[src/shared/card_pkg.sv]
// Purpose: Constants for the card status, interrupt and buffer block
// Assumes: 8-bit register port, card clock sampled on clk
// Notes: Bit positions shared by status, flag and enable registers
`default_nettype none
package card_pkg;
	// ==========================================================
	// Bus and register map
	localparam int AW = 8;
	localparam int DW = 8;
	localparam logic [7:0] A_CTRL = 8'hff;
	localparam logic [7:0] A_CONT = 8'hfe;
	localparam logic [7:0] A_STAT = 8'hfd;
	localparam logic [7:0] A_FLAG = 8'hfc;
	localparam logic [7:0] A_IEN  = 8'hfb;
	localparam logic [7:0] A_SEL  = 8'hfa;
	localparam logic [7:0] A_BUF  = 8'hf9;
	// ==========================================================
	// Field positions and masks
	localparam int B_TBE  = 7;
	localparam int B_INS  = 6;
	localparam int B_VOK  = 4;
	localparam int B_WT   = 3;
	localparam int B_TX   = 2;
	localparam int B_RX   = 1;
	localparam int B_PAR  = 0;
	localparam int C_UART = 3;
	localparam int C_WTEN = 2;
	localparam int C_REP  = 1;
	localparam int C_BIT_ORDER_CONVENTION = 0;
	localparam int S_BGT  = 6;
	localparam int S_RSEL = 4;
	localparam int S_PULL = 3;
	localparam logic [7:0] IEN_MASK = 8'hdf;
	localparam logic [7:0] SEL_MASK = 8'h58;
	localparam logic [7:0] CLR_MASK = 8'h07;
	// ==========================================================
	// Timing and counts
	localparam logic [10:0] ETU_CLKS = 11'h174;
	localparam logic [10:0] ETU_HALF = 11'h0ba;
	localparam logic [8:0]  GUARD_TIME_VALUE = 9'h00c;
	localparam logic [31:0] WAIT_ETUS = 32'h00002580;
	localparam logic [2:0]  REP_MAX5 = 3'h4;
	localparam logic [2:0]  REP_MAX4 = 3'h3;
	localparam logic [3:0]  IDX_DATA_END = 4'h9;
	localparam logic [3:0]  IDX_ERR = 4'ha;
	localparam logic [3:0]  IDX_SIG = 4'hb;
	localparam logic [3:0]  IDX_END = 4'hc;
	typedef enum logic [1:0] {ENG_IDLE, ENG_TX, ENG_RX} eng_t;
endpackage
`default_nettype wire

[src/design/smartcard_status_irq_buffer.sv]
// Purpose: Card status, interrupt flags, selection and data buffer
// Assumes: Card pins and card clock are asynchronous to clk
// Notes: Open-drain card I/O, character engine counts card clocks
//
// Local design decision: the strobed register port.
`default_nettype none
// Notes on behaviour
// - Present bit follows synced presence pin
// - Rising presence with enable raises interrupt
// - Supply-ok bit follows supply range input
// - Contact bit writes only with supply ok
// - Wait timeout set on expiry, cleared on reload
// - Tx character bit only on successful send
// - Rx character bit on success or last failure
// - Parity error on last failed repetition, or any rx error with repetition off
// - Buffer-empty flag set on move to shifter
// - Supply error flag on leaving range
// - Wait timeout flag on counter expiry
// - Tx done flag on character completion
// - Rx done flag on character completion
// - Parity flag alongside tx or rx done
// - One enable per source, bit five zero
// - Guard enable rising edge loads guard counter
// - Repeat select picks four or three repeats
// - Pull-up control bit disables presence pull-up
// - Buffer written when empty, sent in convention; the code also takes writes while not empty
// - Received byte reordered into data buffer
// - Empty status set on move, cleared on write
// - Convention sets bit order and line polarity
module smartcard_status_irq_buffer
	import card_pkg::*;
(
	input  wire logic                  clk,
	input  wire logic                  reset,
	input  wire logic [card_pkg::AW-1:0] addr,
	input  wire logic [card_pkg::DW-1:0] wdata,
	input  wire logic                  wr,
	input  wire logic                  rd,
	output var  logic [card_pkg::DW-1:0] rdata,
	input  wire logic                  presence_input_pin,
	input  wire logic                  supply_in_range,
	input  wire logic                  link_clk,
	input  wire logic                  card_io_in,
	output var  logic                  card_io_out,
	output var  logic                  card_io_oe,
	output var  logic                  manual_clock_out,
	output var  logic                  manual_reset_out,
	output var  logic                  presence_pullup_en,
	output var  logic                  irq
);
	import card_pkg::*;

	// ==========================================================
	// State
	typedef struct packed {
		logic [3:0]  sy1;
		logic [3:0]  sy2;
		logic        lclk3;
		logic [3:0]  ctrl;
		logic [2:0]  cont;
		logic [7:0]  sel;
		logic [7:0]  ien;
		logic [7:0]  flag;
		logic        tbe;
		logic        cin;
		logic        vok;
		logic        wto;
		logic        txc;
		logic        rxc;
		logic        pe;
		logic [7:0]  buf_byte;
		eng_t        eng;
		logic [8:0]  shf;
		logic [10:0] c;
		logic [3:0]  idx;
		logic [2:0]  tries;
		logic        err;
		logic        drv;
		logic [10:0] etu;
		logic [31:0] wt;
		logic [8:0]  bg;
		logic [7:0]  rdata;
		logic        io_oe;
		logic        clk_o;
		logic        rst_o;
		logic        pull_o;
		logic        irq;
	} st_t;
	st_t  s_q;
	st_t  s_d;
	logic etu_tick;
	// ==========================================================
	// Helpers
	function automatic logic [7:0] order8(input logic [7:0] b,
		input logic bit_order_convention);
		logic [7:0] r;
		r = b;
		if (bit_order_convention)
		begin
			for (int i = 0; i < 8; i++)
				r[i] = b[7 - i];
		end
		return r;
	endfunction
	// ==========================================================
	// Next state
	always_comb
	begin
		logic       lt;
		logic       start;
		logic       guard_ok;
		logic       fail;
		logic       linebit;
		logic [2:0] rmax;
		lt = s_q.sy2[3] & ~s_q.lclk3;
		start = 1'b0;
		fail = 1'b0;
		linebit = 1'b1;
		rmax = s_q.sel[S_RSEL] ? REP_MAX4 : REP_MAX5;
		guard_ok = !s_q.sel[S_BGT] || (s_q.bg == 9'h000);
		s_d = s_q;
		s_d.rdata = 8'h00;
		s_d.sy1 = {link_clk, card_io_in, supply_in_range,
			presence_input_pin};
		s_d.sy2 = s_q.sy1;
		s_d.lclk3 = s_q.sy2[3];
		etu_tick = lt && (s_q.etu == ETU_CLKS - 11'h001);
		if (lt)
			s_d.etu = etu_tick ? 11'h000 : s_q.etu + 11'h001;
		if (etu_tick && s_q.bg != 9'h000)
			s_d.bg = s_q.bg - 9'h001;
		// Register writes
		if (wr)
		begin
			case (addr)
				A_CTRL: s_d.ctrl = wdata[3:0];
				A_CONT:
				begin
					if (s_q.vok)
						s_d.cont = wdata[3:1];
				end
				A_STAT:
				begin
					s_d.txc = s_q.txc & ~wdata[B_TX];
					s_d.rxc = s_q.rxc & ~wdata[B_RX];
					s_d.pe = s_q.pe & ~wdata[B_PAR];
				end
				A_FLAG: s_d.flag = s_q.flag & ~wdata;
				A_IEN: s_d.ien = wdata & IEN_MASK;
				A_SEL:
				begin
					s_d.sel = wdata & SEL_MASK;
					if (wdata[S_BGT] && !s_q.sel[S_BGT])
						s_d.bg = GUARD_TIME_VALUE;
				end
				A_BUF:
				begin
					s_d.buf_byte = wdata;
					s_d.tbe = 1'b0;
				end
				default: ;
			endcase
		end
		// Register reads
		if (rd)
		begin
			case (addr)
				A_CTRL: s_d.rdata = {4'h0, s_q.ctrl};
				A_CONT: s_d.rdata = {4'h0, s_q.cont, 1'b0};
				A_STAT: s_d.rdata = {s_q.tbe, s_q.cin, 1'b0,
					s_q.vok, s_q.wto, s_q.txc, s_q.rxc, s_q.pe};
				A_FLAG: s_d.rdata = s_q.flag;
				A_IEN: s_d.rdata = s_q.ien;
				A_SEL: s_d.rdata = s_q.sel;
				A_BUF: s_d.rdata = s_q.buf_byte;
				default: s_d.rdata = 8'h00;
			endcase
		end
		// Character engine
		if (s_q.eng != ENG_IDLE && lt)
		begin
			if (s_q.c == ETU_CLKS - 11'h001)
			begin
				s_d.c = 11'h000;
				s_d.idx = s_q.idx + 4'h1;
			end
			else
				s_d.c = s_q.c + 11'h001;
		end
		case (s_q.eng)
			ENG_IDLE:
			begin
				if (s_q.ctrl[C_UART] && !s_q.tbe && guard_ok)
				begin
					s_d.shf = {^s_q.buf_byte,
						order8(s_q.buf_byte, s_q.ctrl[C_BIT_ORDER_CONVENTION])};
					s_d.tbe = 1'b1;
					s_d.flag[B_TBE] = 1'b1;
					s_d.buf_byte = 8'h00;
					s_d.tries = 3'h0;
					s_d.err = 1'b0;
					s_d.c = 11'h000;
					s_d.idx = 4'h0;
					s_d.eng = ENG_TX;
					start = 1'b1;
				end
				else if (s_q.ctrl[C_UART] && !s_q.sy2[2])
				begin
					s_d.err = 1'b0;
					s_d.c = 11'h000;
					s_d.idx = 4'h0;
					s_d.eng = ENG_RX;
					start = 1'b1;
					if (s_q.sel[S_BGT])
						s_d.bg = GUARD_TIME_VALUE;
				end
			end
			ENG_TX:
			begin
				if (lt && s_q.idx == IDX_ERR && s_q.c == ETU_HALF)
					s_d.err = ~s_q.sy2[2];
				if (s_q.idx == IDX_END)
				begin
					fail = s_q.err && s_q.ctrl[C_REP];
					if (fail && s_q.tries < rmax)
					begin
						s_d.tries = s_q.tries + 3'h1;
						s_d.err = 1'b0;
						s_d.c = 11'h000;
						s_d.idx = 4'h0;
						start = 1'b1;
					end
					else
					begin
						s_d.eng = ENG_IDLE;
						s_d.tries = 3'h0;
						s_d.flag[B_TX] = 1'b1;
						if (fail)
						begin
							s_d.pe = 1'b1;
							s_d.flag[B_PAR] = 1'b1;
						end
						else
							s_d.txc = 1'b1;
					end
				end
			end
			ENG_RX:
			begin
				if (lt && s_q.c == ETU_HALF && s_q.idx != 4'h0 &&
					s_q.idx <= IDX_DATA_END)
					s_d.shf[s_q.idx - 4'h1] =
						s_q.sy2[2] ^ s_q.ctrl[C_BIT_ORDER_CONVENTION];
				if (lt && s_q.idx == IDX_ERR && s_q.c == ETU_HALF)
					s_d.err = ^s_q.shf;
				if (s_q.idx == IDX_END)
				begin
					s_d.eng = ENG_IDLE;
					fail = s_q.err && s_q.ctrl[C_REP];
					if (fail && s_q.tries < rmax)
						s_d.tries = s_q.tries + 3'h1;
					else
					begin
						s_d.tries = 3'h0;
						s_d.buf_byte = order8(s_q.shf[7:0],
							s_q.ctrl[C_BIT_ORDER_CONVENTION]);
						s_d.rxc = 1'b1;
						s_d.flag[B_RX] = 1'b1;
						if (s_q.err)
						begin
							s_d.pe = 1'b1;
							s_d.flag[B_PAR] = 1'b1;
						end
					end
				end
			end
			default: s_d.eng = ENG_IDLE;
		endcase
		// Line drive from the next frame position
		if (s_d.eng == ENG_TX && s_d.idx <= IDX_DATA_END)
			linebit = (s_d.idx == 4'h0) ? 1'b0 :
				s_d.shf[s_d.idx - 4'h1] ^ s_q.ctrl[C_BIT_ORDER_CONVENTION];
		s_d.drv = !linebit || (s_d.eng == ENG_RX &&
			s_d.idx == IDX_SIG && s_q.err && s_q.ctrl[C_REP] &&
			s_q.tries < rmax);

		// Waiting time counter and timeout flag
		if (!s_q.ctrl[C_WTEN])
			s_d.wt = 32'h0;
		else if (start)
		begin
			s_d.wt = 32'h0;
			s_d.wto = 1'b0;
		end
		else if (etu_tick && s_q.wt != WAIT_ETUS)
		begin
			s_d.wt = s_q.wt + 32'h1;
			if (s_q.wt == WAIT_ETUS - 32'h1)
			begin
				s_d.wto = 1'b1;
				s_d.flag[B_WT] = 1'b1;
			end
		end

		// Pin status and their events
		s_d.cin = s_q.sy2[0];
		s_d.vok = s_q.sy2[1];
		if (s_q.sy2[0] && !s_q.cin)
			s_d.flag[B_INS] = 1'b1;
		if (!s_q.sy2[1] && s_q.vok)
			s_d.flag[B_VOK] = 1'b1;

		// Outputs
		s_d.io_oe = s_d.ctrl[C_UART] ? s_d.drv : ~s_d.cont[2];
		s_d.clk_o = s_d.cont[1];
		s_d.rst_o = s_d.cont[0];
		s_d.pull_o = ~s_d.sel[S_PULL];
		s_d.irq = |(s_d.flag & s_d.ien);
	end

	always_ff @(posedge clk or posedge reset)
	begin
		if (reset)
		begin
			s_q <= '0;
			s_q.tbe <= 1'b1;
			s_q.pull_o <= 1'b1;
		end
		else
			s_q <= s_d;
	end

	assign rdata = s_q.rdata;
	assign card_io_out = 1'b0;
	assign card_io_oe = s_q.io_oe;
	assign manual_clock_out = s_q.clk_o;
	assign manual_reset_out = s_q.rst_o;
	assign presence_pullup_en = s_q.pull_o;
	assign irq = s_q.irq;
endmodule
`default_nettype wire

[config.mk]
export PLATFORM = sky130hd
export DESIGN_NAME = smartcard_status_irq_buffer
export DESIGN_NICKNAME = d
export VERILOG_FILES = /design/src/shared/card_pkg.sv /design/src/design/smartcard_status_irq_buffer.sv
export SDC_FILE = /design/constraint.sdc
export NUM_CORES = 1
export LEC_CHECK = 0
export BUFFER_PORTS_ARGS = -buffer_cell sky130_fd_sc_hd__buf_2
export CAP_MARGIN = 10
export CORE_ASPECT_RATIO = 1.25
export CORE_MARGIN = 2
export CORE_UTILIZATION = 65
export DETAILED_ROUTE_END_ITERATION = 7
export HOLD_SLACK_MARGIN = 0.06
export PLACE_DENSITY = 0.95
export SETUP_SLACK_MARGIN = 0.1
export SYNTH_ARGS = -nofsm -noshare
export SYNTH_HDL_FRONTEND = slang
export SYNTH_SLANG_ARGS = --single-unit
[constraint.sdc]
create_clock -name clk -period 9.5 [get_ports clk]
set_clock_uncertainty 0.2 [all_clocks]
set_input_delay 0 -clock clk [delete_from_list [all_inputs] [get_ports clk]]
set_output_delay 0 -clock clk [all_outputs]
set_load 0.02 [all_outputs]
; Word level (Yosys, flattened, before mapping)
; Index checks and enable logic that the tools add are counted.
; Widths: inputs -> output; s select.
[op_classes]
addsub = 8
n_lt_le_gt_ge = 6
eq_ne = 25
muxes = 104
n_bitwise = 16
n_reduce_logical = 48
[op_table]
columns = op, count
row1 = $mux 32, 4
row2 = $mux 9, 10
row3 = $mux 15, 4
row4 = $eq 8x8->1 const B, 7
row5 = $mux 8, 7
row6 = $pmux 8 s7, 1
row7 = $mux 1, 45
row8 = $mux 11, 3
row9 = $add 32x1->32 const B, 1
row10 = $eq 32x14->1 const B, 1
row11 = $ne 32x14->1 const B, 1
row12 = $pmux 15 s2, 1
row13 = $logic_and 1x1->1, 23
row14 = $add 11x1->11 const B, 2
row15 = $eq 11x9->1 const B, 2
row16 = $mux 3, 7
row17 = $mux 19, 1
row18 = $pmux 9 s2, 1
row19 = $and 8x8->8, 2
row20 = $pmux 8 s2, 1
row21 = $eq 4x4->1 const B, 3
row22 = $mux 12, 1
row23 = $mux 2, 6
row24 = $pmux 4 s3, 1
row25 = other kinds (41), 72
[word_totals]
register_bits = 145
input_bits = 24
output_inout_bits = 14
wordCells = 240

; Depth between registers and ports, before layout
[logic_depth]
word_depth = 17
depth_mapped = 15
mapped_depth_nobuf = 14

; Worst setup path before layout
; Ideal clock, no wire load.
[synth_path]
path_type = register -> register
startpoint = register s_q[70] in the netlist's numbering
endpoint = register s_q, in the netlist card_io_oe
t_arrival_ps = 3372
required_ps = 9218
path_slack_ps = 5846
stages_incl_launch_ff = 15
n_path_buf = 2
period_less_slack_ps = 3654
path_cell_list = dfrtp_1 > inv_1 > ha_1 > clkbuf_1 > and4_1 > o211ai_1 > a211oi_1 > clkbuf_1 > a21o_1 > ha_1 > or4_1 > o311ai_1 > o221ai_1 > xor2_1 > a31oi_1
[synth_lines]
columns = item, line_no
row1 = from (decl), smartcard_status_irq_buffer.sv:89  ; st_t s_q;

==> flow_metrics.env <==
export IMPL_nNetsFinal=932
export IMPL_core_area_um2=12050
export IMPL_critical_path_peak_fanout=11
export IMPL_synth_top_family_by_area="simple AND/OR/NAND/NOR gates"
export IMPL_gr_usage_met2_pct=59.17
export IMPL_synth_compound_gate_area_share_pct=12.82
export IMPL_synth_nets=880
export IMPL_ys_flop_type="dfrtp_1"
export IMPL_status="complete, but fails checks"
export IMPL_max_stage_delay_ps=600
export IMPL_clockBufferDepth=2
export IMPL_drt_initial_drc_count=1049
export IMPL_grt_busiest_layer="met2"
export IMPL_cp_top_family="simple AND/OR/NAND/NOR gates"
export IMPL_fillers=692
export IMPL_drive_above_1_share_pct=12.25
export IMPL_ys_async_sr_fraction_pct=100.0
export IMPL_ctsHoldBuffers=27
export IMPL_avgViaCountPerCell=6.853
export IMPL_final_util_pct=75.39
export IMPL_drtPass1Iterations=8
export IMPL_violations="design-rule violations"
export IMPL_yosysUniqueCellTypes=75
export IMPL_boundaryPins=38
export IMPL_max_freq_mhz=238.2
export IMPL_slew_violations=0
export IMPL_synthesis_area_um2=7966
export IMPL_power_density_nw_per_um2=184.7
export IMPL_ir_drop_v=0.0001082
export IMPL_power_leakage_nw=3.913
export IMPL_dieArea_um2=13160
export IMPL_wl_per_cell_um=22.46
export IMPL_dpl_hpwl_mm=13.81
export IMPL_crit_required_ps=9600
export IMPL_gp_congestion=0.9648
export IMPL_clk_pin_slew_ps=70
export IMPL_cts_resized_gates=0
export IMPL_htree_num_levels=4
export IMPL_critPathKind="flop to flop"
export IMPL_cts_sinks=143
export IMPL_rsz0062_at_grt="false"
export IMPL_yosys_warnings=0
export IMPL_numCtsBuffers=17
export IMPL_worst_pin_slew_ps=1228
export IMPL_critPathSlowestCell="or4b_1"
export IMPL_worstHoldPathType="input port to flop"
export IMPL_met1_usage_pct=43.75
export IMPL_wl_mm=23.88
export IMPL_grt_max_degree=73
export IMPL_grt_use_met3_pct=18.76
export IMPL_synthMuxAreaShare_pct=6.188
export IMPL_slew_headroom_pct=17.49
export IMPL_synthSimpleGateAreaFrac_pct=20.92
export IMPL_hold_violations=0
export IMPL_yosys_area_share_xor_xnor_pct=7.476
export IMPL_vias=7285
export IMPL_grt_overflow=0
export IMPL_setup_ws_ps=5302
export IMPL_drv_cap=0
export IMPL_root_buffer="clkbuf_16"
export IMPL_cts_tree="done"
export IMPL_die_y_um=127.8
export IMPL_synthAdderAreaFrac_pct=3.612
export IMPL_avgSynthCellArea_um2=9.563
export IMPL_worstSetupEndpointType="flop"
export IMPL_grt_first_pass_wirelength_mm=39.10
export IMPL_crit_arrival_ps=4290
export IMPL_grtUsageTotal_pct=39.63
export IMPL_drt_antenna_violating_nets=0
export IMPL_port_buffer_count=36
export IMPL_synth_seq_area_share_pct=44.95
export IMPL_syn_to_final_growth_pct=14.03
export IMPL_path_cells="inv_1, ha_1, or4b_1, nor4_2, xnor2_1, nor2_2, inv_1, ha_1, or2_2, o32ai_1, o311ai_1, o221ai_1, xor2_1, a31oi_1"
export IMPL_setup_violations_final=0
export IMPL_setup_tns_ps=0
export IMPL_start_util_pct=66.12
export IMPL_path_buf_inv=2
export IMPL_postCtsSetupBuffers=0
export IMPL_grt_pass1_vias=7253
export IMPL_netlist_instances=833
export IMPL_rows=45
export IMPL_finalCriticalPeriod_ps=4198
export IMPL_antenna_found_initial=2
export IMPL_pre_cts_ws_ps=5430
export IMPL_start_kind="flop"
export IMPL_ys_ff_latch=143
export IMPL_clk_latency_ps=430
export IMPL_drc=17
export IMPL_synth_edf_count=0
export IMPL_period_share_pct=44.19
export IMPL_hold_ws_ps=147.6
export IMPL_die_w_um=103.0
-- final timing paths --
check | from | end | slack (ps) | depth (start not counted)
max | s_q[94] | card_io_oe | 5300 | 14
min | addr[3] | s_q[133] | 150 | 6
max reg2reg | s_q[94] | card_io_oe | 5300 | 14
min reg2reg | s_d[146] | s_d[142] | 150 | 0
max in group asynchronous | reset | s_q[50] | 7140 | 5
min in group asynchronous | reset | s_q[73] | 630 | 4
-- cell families (layout without fill, tap and decap cells) --
logic type | after synthesis | in the layout
mux | 46 | 46
flops | 143 | 143
compound gates | 152 | 152
other cells | 1 | 2
xor+xnor | 68 | 68
simple gates | 325 | 325
fa+ha+maj | 23 | 23
buf+inv | 75 | 140
-- registers in the layout, indices dropped and copies added (netlist names) --
register,flops
s_d,7
presence_pullup_en,1
irq,1
s_q,125
card_io_oe,1
rdata,8
-- metrics by stage --
stage                     instances  total power [W]  area [um^2]
after floorplan                 833        0.0008897         7966
final                          1063         0.001678         9084
after global routing           1062         0.001732         9081
after global placement         1003        0.0009621         8223
after detailed placement       1003        0.0009724         8223
after CTS                      1062         0.001647         9081
-- placed cells by master (no fill, tap or decap), types with 6 or more instances in the layout --
cell type	Yosys	layout
a22oi_1	14	14
buf_2	2	36
ha_1	23	23
and3_1	14	14
o31ai_1	7	7
mux2_2	16	16
nor4_1	11	11
mux2i_1	29	29
nor3_1	20	20
nor2_1	83	83
a31oi_1	11	11
nand2b_1	8	8
nand4_1	15	15
dlygate4sd3_1	0	27
clkbuf_16	0	17
or2_2	8	8
a211oi_1	8	8
o211ai_1	6	6
xor2_1	30	30
nor3b_1	8	8
o22ai_1	10	10
nand3_1	27	27
inv_1	41	40
dfrtp_1	141	141
a21oi_1	34	34
xnor2_1	38	38
nand2_1	82	82
or3_1	14	14
o21ai_0	24	24
-- power by group --
| group | internal, W | switching [W] | total [W] |
|---|---|---|---|
| registers | 0.000647 | 0.0000653 | 0.000712 |
| logic | 0.000111 | 0.000184 | 0.000295 |
| clock network | 0.000377 | 0.000293 | 0.000670 |
| total | 0.00114 | 0.000542 | 0.00168 |
-- area by class of cell --
| class | instances | area, um^2 | share of cell area (%) |
|---|---|---|---|
| clock inverters | 14 | 148.9 | 1.639 |
| flip-flops and latches | 143 | 3581 | 39.42 |
| multi-input cells | 615 | 4068 | 44.78 |
| repair buffers | 67 | 480.5 | 5.289 |
| diodes | 1 | 2.502 | 0.02755 |
| inverters | 41 | 158.9 | 1.749 |
| clock buffers | 18 | 439.2 | 4.835 |
| well taps | 164 | 205.2 | 2.259 |
-- routing by layer --
metal	up-vias	routed length, um	part of all wire [%]
met3	178	2680	11
met2	617	11280	47
met1	3401	8100	34
li1	3083	-	-
met5	-	92	0.39
met4	6	1728	7.2
-- synth_stat cells, types with 9 or more instances --
library cell	number	share of area, %
a31oi_1	11	0.86
buf_4	9	0.85
ha_1	23	3.6
clkbuf_1	21	0.99
nor3_1	20	1.3
nand3_1	27	1.7
nor4_1	11	0.86
or3_1	14	1.1
a22oi_1	14	1.3
nor2_1	83	3.9
a21oi_1	34	2.1
mux2_2	16	2.3
o21ai_0	24	1.5
nand4_1	15	1.2
dfrtp_1	141	44
and3_1	14	1.1
inv_1	41	1.9
nand2_1	82	3.9
o22ai_1	10	0.79
xnor2_1	38	4.2
mux2i_1	29	3.6
xor2_1	30	3.3
-- worst register-to-register path, delay by kind of cell (launching register included) --
family | cells | cell delay (ps)
and+or+nand+nor | 4 | 1610
adders and majority gates | 2 | 640
xor gates and xnor gates | 2 | 330
AOI/OAI and AO/OA | 4 | 620
DFF | 1 | 410
buffers and inverters | 2 | 260
Power figures use the tool's default switching activity.
